## config.mk

```make
export PLATFORM = sky130hd
export DESIGN_NAME = fcac_top
export DESIGN_NICKNAME = d
export VERILOG_FILES = /design/src/common/fcac_pkg.sv /design/src/hw/fcac_top.sv /design/src/hw/fcac_wait_check.sv
export SDC_FILE = /design/constraint.sdc
export NUM_CORES = 1
export LEC_CHECK = 0
export ABC_AREA = 1
export BUFFER_PORTS_ARGS = -buffer_cell sky130_fd_sc_hd__buf_2
export CORE_MARGIN = 3
export CORE_UTILIZATION = 48
export CTS_CLUSTER_DIAMETER = 30
export DETAILED_ROUTE_END_ITERATION = 8
export PLACE_DENSITY = 0.77
export REMOVE_ABC_BUFFERS = 1
export SLEW_MARGIN = 40
export SYNTH_ARGS = -nofsm -noshare
export SYNTH_HDL_FRONTEND = slang
export SYNTH_SLANG_ARGS = --single-unit
```

## constraint.sdc

```tcl
create_clock -name ref_clk -period 1.5 [get_ports ref_clk]
set_input_delay 0.075 -clock ref_clk [delete_from_list [all_inputs] [get_ports ref_clk]]
set_output_delay 0.075 -clock ref_clk [all_outputs]
set_load 0.05 [all_outputs]
```

## src/common/fcac_pkg.sv

```systemverilog
/*
 * Package for the flash command access control block: command codes, state
 * encodings, wait-state limits and the command port carrier struct.
 * Assumes one 125 MHz clock; codes for commands are local choices.
 */
`default_nettype none
package fcac_pkg;
	// ==========================================================
	// command area and command codes
	localparam logic [31:0] FCAC_CMD_AREA_ADDR = 32'h007E0000;
	localparam logic [7:0]  FCAC_OP_PROGRAM    = 8'hE8;
	localparam logic [7:0]  FCAC_OP_BLK_ERASE  = 8'h20;
	localparam logic [7:0]  FCAC_OP_MULTI_ERASE = 8'h21;
	localparam logic [7:0]  FCAC_OP_SUSPEND    = 8'hB0;
	localparam logic [7:0]  FCAC_OP_RESUME     = 8'hD0;
	localparam logic [7:0]  FCAC_OP_STAT_CLR   = 8'h50;
	localparam logic [7:0]  FCAC_OP_FORCE_END  = 8'hB3;
	localparam logic [7:0]  FCAC_OP_BLANK_CHK  = 8'h71;
	localparam logic [7:0]  FCAC_OP_CONFIG_SET = 8'h40;
	// ==========================================================
	// wait states versus core clock
	localparam logic [7:0]  FCAC_FREQ_LOW_MHZ  = 8'h32;
	localparam logic [7:0]  FCAC_FREQ_MID_MHZ  = 8'h64;
	localparam logic [7:0]  FCAC_FREQ_MAX_MHZ  = 8'hC8;
	localparam logic [1:0]  FCAC_WAIT_MAX      = 2'h2;
	localparam logic [1:0]  FCAC_WAIT_RESET    = 2'h2;
	// ==========================================================
	// operation timing: busy cycles for one program or erase
	localparam logic [15:0] FCAC_OP_CYCLES     = 16'h0040;
	localparam logic [15:0] FCAC_CNT_ONE       = 16'h0001;
	localparam logic [15:0] FCAC_CNT_ZERO      = 16'h0000;
	// ==========================================================
	// states, one-hot
	typedef enum logic [3:0] {
		FCAC_IDLE    = 4'h1,
		FCAC_BUSY    = 4'h2,
		FCAC_SUSP    = 4'h4,
		FCAC_DONE    = 4'h8
	} fcac_state_t;
	typedef struct packed {
		logic        valid;
		logic [31:0] addr;
		logic [7:0]  data;
	} fcac_wr_t;
	typedef struct packed {
		logic busy;
		logic suspended;
		logic cmd_err;
		logic done;
	} fcac_stat_t;
endpackage : fcac_pkg
`default_nettype wire

```

## src/hw/fcac_top.sv

```systemverilog
/*
 * Flash command access control: decodes writes to the command area into
 * program/erase operations, tracks suspend/resume, holds the sticky window
 * protect bit and checks the wait setting. Assumes one clock, sync reset.
 */
`timescale 1ns/10ps
`default_nettype none
// What this block does
// - writes to the fixed command area address are decoded as flash commands.
// - nine commands accepted: program, erases, suspend, resume, clear, end, blank, config.
// - option memory is changed only by the configuration setting command.
// - protect bit once cleared to 0 ignores every later write of 1.
// - commands are accepted from reset with no firmware loading step.
module fcac_top (
	// clock and reset
	input  wire logic                 ref_clk,
	input  wire logic                 rst,
	// command write port
	input  wire fcac_pkg::fcac_wr_t   cmd_wr,
	// protect bit write
	input  wire logic                 prot_wr,
	input  wire logic                 prot_wdata,
	// wait configuration
	input  wire logic [1:0]           flash_wait_cfg,
	input  wire logic [7:0]           core_freq_mhz,
	// status
	output var  fcac_pkg::fcac_stat_t stat,
	output var  logic                 window_protect_bit,
	output var  logic                 opt_mem_wr,
	output var  logic                 wait_bad
);
	import fcac_pkg::*;
	// ==========================================================
	// state
	typedef struct packed {
		fcac_state_t st;
		logic [15:0] remain;
		fcac_stat_t  stat;
		logic        prot;
		logic        opt_wr;
		logic        is_cfg;
	} fcac_core_t;
	fcac_core_t core_reg;
	fcac_core_t core_next;
	logic       hit;
	logic       op_start;
	assign hit = cmd_wr.valid && (cmd_wr.addr == FCAC_CMD_AREA_ADDR);
	assign op_start = (cmd_wr.data == FCAC_OP_PROGRAM) || (cmd_wr.data == FCAC_OP_BLK_ERASE)
		|| (cmd_wr.data == FCAC_OP_MULTI_ERASE) || (cmd_wr.data == FCAC_OP_BLANK_CHK)
		|| (cmd_wr.data == FCAC_OP_CONFIG_SET);
	// ==========================================================
	// next state
	always_comb begin
		core_next = core_reg;
		core_next.opt_wr = 1'b0;
		if (prot_wr && (core_reg.prot || !prot_wdata)) begin
			core_next.prot = prot_wdata;
		end
		case (core_reg.st)
			FCAC_IDLE, FCAC_DONE: begin
				if (hit && op_start) begin
					core_next.st = FCAC_BUSY;
					core_next.remain = FCAC_OP_CYCLES;
					core_next.is_cfg = (cmd_wr.data == FCAC_OP_CONFIG_SET);
					core_next.stat.done = 1'b0;
				end else if (hit && (cmd_wr.data == FCAC_OP_STAT_CLR)) begin
					core_next.stat.cmd_err = 1'b0;
					core_next.stat.done = 1'b0;
				end else if (hit && (cmd_wr.data != FCAC_OP_FORCE_END)) begin
					core_next.stat.cmd_err = 1'b1;
				end
			end
			FCAC_BUSY: begin
				if (hit && (cmd_wr.data == FCAC_OP_SUSPEND)) begin
					core_next.st = FCAC_SUSP;
				end else if (hit && (cmd_wr.data == FCAC_OP_FORCE_END)) begin
					core_next.st = FCAC_IDLE;
					core_next.remain = FCAC_CNT_ZERO;
				end else begin
					if (hit) begin
						core_next.stat.cmd_err = 1'b1;
					end
					if (core_reg.remain == FCAC_CNT_ONE) begin
						core_next.st = FCAC_DONE;
						core_next.stat.done = 1'b1;
						core_next.opt_wr = core_reg.is_cfg;
					end
					core_next.remain = core_reg.remain - FCAC_CNT_ONE;
				end
			end
			FCAC_SUSP: begin
				if (hit && (cmd_wr.data == FCAC_OP_RESUME)) begin
					core_next.st = FCAC_BUSY;
				end else if (hit && (cmd_wr.data == FCAC_OP_FORCE_END)) begin
					core_next.st = FCAC_IDLE;
					core_next.remain = FCAC_CNT_ZERO;
				end else if (hit) begin
					core_next.stat.cmd_err = 1'b1;
				end
			end
			default: begin
				core_next.st = FCAC_IDLE;
			end
		endcase
		core_next.stat.busy = (core_next.st == FCAC_BUSY);
		core_next.stat.suspended = (core_next.st == FCAC_SUSP);
	end
	// ==========================================================
	// registers
	always_ff @(posedge ref_clk) begin
		if (rst) begin
			core_reg.st <= FCAC_IDLE;
			core_reg.remain <= FCAC_CNT_ZERO;
			core_reg.stat <= '0;
			core_reg.prot <= 1'b1;
			core_reg.opt_wr <= 1'b0;
			core_reg.is_cfg <= 1'b0;
		end else begin
			core_reg <= core_next;
		end
	end
	always_comb begin
		stat = core_reg.stat;
		window_protect_bit = core_reg.prot;
		opt_mem_wr = core_reg.opt_wr;
	end
	fcac_wait_check u_wait (
		.ref_clk        (ref_clk),
		.rst            (rst),
		.flash_wait_cfg (flash_wait_cfg),
		.core_freq_mhz  (core_freq_mhz),
		.wait_bad       (wait_bad)
	);
endmodule : fcac_top
`default_nettype wire

```

## src/hw/fcac_wait_check.sv

```systemverilog
/*
 * Wait-state checker: flags a read wait setting too small for the stated
 * core clock frequency. Inputs come from logic on the same clock.
 */
`timescale 1ns/10ps
`default_nettype none
module fcac_wait_check (
	// clock and reset
	input  wire logic       ref_clk,
	input  wire logic       rst,
	// setting and frequency
	input  wire logic [1:0] flash_wait_cfg,
	input  wire logic [7:0] core_freq_mhz,
	// result
	output var  logic       wait_bad
);
	import fcac_pkg::*;
	logic [1:0] need;
	always_comb begin
		if (core_freq_mhz <= FCAC_FREQ_LOW_MHZ) begin
			need = 2'h0;
		end else if (core_freq_mhz <= FCAC_FREQ_MID_MHZ) begin
			need = 2'h1;
		end else begin
			need = FCAC_WAIT_MAX;
		end
	end
	always_ff @(posedge ref_clk) begin
		if (rst) begin
			wait_bad <= 1'b0;
		end else begin
			wait_bad <= (flash_wait_cfg < need) || (flash_wait_cfg > FCAC_WAIT_MAX)
				|| (core_freq_mhz > FCAC_FREQ_MAX_MHZ);
		end
	end
endmodule : fcac_wait_check
`default_nettype wire

```

# Word-level counts from Yosys, hierarchy flattened

Cells that the tools add are included.

Register bits: 28
Bits of input ports: 55
Output and inout bits: 7
Word-level logic and storage cells: 95

Add/subtract/negate cells: 1
Order comparisons: 5
Equality and inequality tests: 28
Mux-type cells: 25
Bitwise operators: 2
Reductions and logical operators: 24

Operators by type and width:

| operator                | count |
|---|---|
| $mux W20                | 3 |
| $pmux W16 S3            | 1 |
| $eq A32 B23 Y1 const B  | 1 |
| $eq A8 B8 Y1 const B    | 4 |
| $mux W16                | 2 |
| $eq A8 B7 Y1 const B    | 3 |
| $eq A16 B1 Y1 const B   | 1 |
| $eq A8 B6 Y1 const B    | 2 |
| $ne A2 B2 Y1 const B    | 8 |
| $sub A16 B1 Y16 const B | 1 |
| $mux W4                 | 3 |
| $pmux W4 S3             | 1 |
| $reduce_and A5 Y1       | 2 |
| $mux W1                 | 9 |
| $eq A4 B2 Y1 const B    | 2 |
| $eq A4 B3 Y1 const B    | 2 |
| $gt A8 B8 Y1 const B    | 1 |
| $le A8 B6 Y1 const B    | 1 |
| $le A8 B7 Y1 const B    | 1 |
| $logic_and A1 B1 Y1     | 8 |
| $mux W2                 | 4 |
| $ne A8 B8 Y1 const B    | 1 |
| $logic_or A1 B1 Y1      | 7 |
| $reduce_and A7 Y1       | 1 |
| 14 further kinds        | 16 |

# Logic depth before layout (Yosys ltp)

Depth in word-level cells: 9
Gate-level depth with buffers: 14
Depth with buffers taken out: 13

# Cells and area by module

From an unflattened synthesis, not the netlist that was laid out.

Cells, all modules: 426
Area total of the unflattened synthesis: 2462.4 um^2

By module, submodules not included:

| module          | instances | cells an instance | area each (um^2) | seq. area each (um^2) |
|---|---|---|---|---|
| fcac_top        | 1         | 390               | 2287.2           | 540.5 |
| fcac_wait_check | 1         | 36                | 175.2            | 20.0 |

# Worst setup path before layout

OpenSTA, ideal clock, no wires.

Path kind: reg2reg
From: register core_reg[7] in the netlist's numbering
To: register core_reg[19] in the netlist's numbering
Library setup time: 115 ps
Data arrival time: 1460 ps
Required time: 1385 ps
Setup slack: -75 ps
Cell stages (with the launch flop): 10
Buffers on the path: 0
Clock period less this slack: 1575 ps
Cells stage by stage: dfxtp_1 inv_1 ha_1 nand3_1 nor2_1 inv_1 nor4_1 a21oi_1 o21ai_2 nor2_1

Word-level cells in the longest chain between the ends: 4

RTL lines:

| item                   | line            | text |
|---|---|---|
| from (decl)            | fcac_top.sv:43  | `fcac_core_t core_reg;` |
| from (signal assigned) | fcac_top.sv:119 | `core_reg <= core_next;` |
| $sub A16 B1 Y16        | fcac_top.sv:88  | `core_next.remain = core_reg.remain - FCAC_CNT_ONE;` |
| $mux W20               | fcac_top.sv:76  | `end else if (hit && (cmd_wr.data == FCAC_OP_FORCE_END)) begin` |
| $mux W16               | fcac_top.sv:74  | `if (hit && (cmd_wr.data == FCAC_OP_SUSPEND)) begin` |
| $pmux W16 S3           | fcac_top.sv:59  | `case (core_reg.st)` |

Every way passes these cells. The select of a mux whose other input is x is not followed.
A chain may end at the register's enable or synchronous reset.

# Final worst setup path

From: register core_reg[8] in the netlist's numbering
To: register, netlist name stat[0]

Word-level cells in the longest chain between the ends: 3

RTL lines:

| item                        | line           | text |
|---|---|---|
| $eq A16 B1 Y1               | fcac_top.sv:83 | `if (core_reg.remain == FCAC_CNT_ONE) begin` |
| $ne A2 B2 Y1 (no line)      | n/a            |  |
| $reduce_and A5 Y1 (no line) | n/a            |  |

Every way passes these cells.

==> key figures <==
Status
  • Run status: complete, but fails checks
  • Failing checks: negative hold slack, negative setup slack

STA
  • Final hold slack: -0.0124 ns
  • Relative slew slack: between 60% and 70%
  • Period utilization: 112%
  • Final slew viol count: 0
  • Clk_skew: about 0.019 ns
  • Worst Max-Slew Pin Slew: approximately 0.47 ns
  • RSZ-0062 raised after global routing: true
  • Tmin final: around 1.7 ns
  • Worst setup margin: -0.174 ns
  • # setup viols final: 11
  • Final Hold Viols: 1
  • Max Fclk: between 0.5 and 0.6 GHz

Layout
  • Nets: between 500 and 600
  • Max reg flops: 21
  • Share of layout cells above drive strength 1: 45.8%
  • Final core occ: 78.2%
  • Area Overhead vs Synth: 53.5%
  • Ant diodes: 0

Die
  • IO Pins: 62
  • Die width: ~75 µm
  • Standard-cell rows: 24
  • Die area: about 5600 µm²
  • Initial core utilization: between 50 and 60%
  • Core ar.: 4440 µm²
  • Height of the die: between 70 and 80 µm

Clock tree
  • Clk sinks: 28
  • Max Root-Sink Buffers: 2
  • Clock transition at path regs: about 0.11 ns
  • CTS tree: yes
  • Cts bufs inserted: 3
  • CTS H-tree depth: 1
  • Latest clock arrival within the worst-skew pair: roughly 0.30 ns
  • Cts hold-fix bufs: 0
  • Clock root cell: clkbuf_8

Detailed routing
  • DR vias: between 3,000 and 4,000
  • Total wire length: roughly 7900 µm
  • Initial DRC Count: ~290
  • Drc violations: 0
  • Antenna Nets Post-Route: 0
  • Router iterations before antenna repair: 7
  • WL/cell: between 10 and 15 µm
  • Vias/cell: ~5.6

Placement
  • Post-detail-place hpwl: approximately 4600 µm
  • Final GP Congestion: around 0.89
  • Buffers added on ports: a little over 60

Global routing
  • Congestion Overflow GR: 0
  • Initial antenna violation count: 0
  • Number of global-route vias before repair: ~2,500
  • Largest net degree at the start of global routing: 20
  • Wire length of the first global-routing pass: approximately 9900 µm
  • Total Routing Usage GR: between 20% and 30%

Setup path
  • Required time of the critical path: 1.74 ns
  • Crit-path cells: inv_2 -> buf_6 -> ha_4 -> inv_4 -> nor3_2 -> nand3_1 -> o21ai_0 -> nand4_1 -> a21oi_1
  • CP bufs+invs: 3
  • Delay-heaviest family, CP: compound AO/OA/AOI/OAI gates
  • Worst-path fanout max: 2
  • Critical path class: reg -> reg
  • Critical path arrival: between 1.5 and 2 ns
  • Startpoint type of the worst setup path: register
  • CP max stage delay: 0.33 ns
  • Slowest-stage cell, CP: dfxtp_2
  • Setup crit end kind: register

Synthesis
  • EDFF count, synth: 0
  • Post-synthesis sequential area ratio: about a quarter
  • Cell count after synthesis: 370
  • Synth warnings: 0
  • Cell variety after synth: 34
  • Top FF cell, synth: dfxtp_1
  • Synthesized flop and latch total: 28
  • Mapped Avg Cell Area: 6.11 µm²
  • Async SR Flop Fraction: 0%
  • Synth Cell Area: approximately 2300 µm²

Pwr
  • Power density over cell area: 433 nW/µm²
  • Maximum VDD drop: approximately 690 µV
  • Pwr Total: about 1.5 mW
  • P_leak: around 1.8 nW

Hold path
  • Hold Path Class: in -> reg

Flow run
  • Max-Cap Viols: 0
==> per-stage QoR <==
| step | area (µm²) | instances | hold slack, ns | TNS, ns | setup WS [ns] |
|---|---|---|---|---|---|
| 3_3_place_gp | 2990 | 529 | 0.296 | -2.59 | -0.177 |
| 2_1_floorplan | 2190 | 361 | 0.137 | -0.787 | -0.0868 |
| 3_5_place_dp | 2990 | 529 | 0.304 | -3.52 | -0.243 |
| 4_1_cts | 3130 | 535 | 0.00944 | -0.0410 | -0.0126 |
| 5_1_grt | 3470 | 543 | 0.0173 | -2.51 | -0.198 |
| 6_report | 3470 | 543 | -0.0124 | -0.516 | -0.174 |
==> cell families (layout without fill, tap and decap cells) <==
family,Yosys count,after routing,share of synthesized area [%]
flip-flops,28,28,24.8
AND/OR/NAND/NOR,223,227,47.6
AO/OA/AOI/OAI,51,51,12.2
adder cells (fa/ha/maj),3,3,1.66
buffers and inverters,59,176,11.4
XOR/XNOR,6,6,2.32
==> where the power goes <==
group,total (mW),switching (mW),internal [mW]
registers,0.747,0.00139,0.745
clock network,0.499,0.262,0.237
logic,0.257,0.137,0.120
total,1.50,0.401,1.10
==> path summary, 6_finish.rpt <==
path / to / depth (start not counted) / slack (ns) / startpoint
worst max register to register: stat[0] / 9 / -0.17 / core_reg[8]
worst max-delay path: stat[0] / 9 / -0.17 / core_reg[8]
worst min-delay path: window_protect_bit / 3 / -0.01 / prot_wdata
worst min register to register: window_protect_bit / 2 / 0.46 / window_protect_bit
==> Yosys cell counts, types with 3 or more instances <==
master / n / share of area, %
inv_1: 49 / 8.1
dfxtp_1: 28 / 25
buf_4: 5 / 1.7
nand2_1: 70 / 12
nand4_1: 8 / 2.2
nand2_4: 5 / 2.5
o21ai_0: 20 / 4.4
xor2_1: 4 / 1.5
nand2_2: 3 / 0.83
o21ai_2: 3 / 1.2
nand3_1: 22 / 4.9
nor3_1: 11 / 2.4
nor3b_1: 4 / 1.3
ha_1: 3 / 1.7
nor2_1: 85 / 14
a21oi_1: 24 / 5.3
==> routing by layer <==
| layer | track usage, % | part of all wire [%] | up-vias |
|---|---|---|---|
| li1 | - | - | 1428 |
| met1 | 26.9 | 40 | 1380 |
| met2 | 40.3 | 48 | 191 |
| met3 | 3.60 | 8.1 | 44 |
| met4 | 4.74 | 4.3 | 0 |
| met5 | 0 | 0 | - |
==> final cells by class <==
class	instances	area [µm²]
Tap cell	52	65.1
Inverter	50	205
Sequential cell	28	573
Multi-Input combinational cell	287	1780
Fill cell	292	971
Clock buffer	4	55.1
Timing Repair Buffer	122	798
==> what timing repair did <==
action | 4_1_cts | 5_1_grt
endpoints found under the setup margin | 22 | 24
cloned | 1 | 3
buffers inserted | 1 | 5
resized for setup | 23 | 91
pin swaps | 9 | 36
==> placed cells by master (no fill, tap or decap), drive strengths merged <==
cell type and instances:
inv 50, buf 122, dfxtp 28, o21ai 23, nand4 8, nor4 1
a31oi 2, nand3b 2, a21o 1, or2 1, ha 3, clkbuf 4
nand3 25, nand2 79, a21oi 25, nor3b 4, nor2 93, xor2 4
nor3 14, xnor2 2
==> worst reg2reg max path, cell delays in order, from the launching register on <==
cell and delay [ns]:
dfxtp_2 0.33, inv_2 0.08, buf_6 0.11, ha_4 0.14
inv_4 0.05, nor3_2 0.14, nand3_1 0.13, o21ai_0 0.31
nand4_1 0.18, a21oi_1 0.15
(Power assumes the default switching activity.)
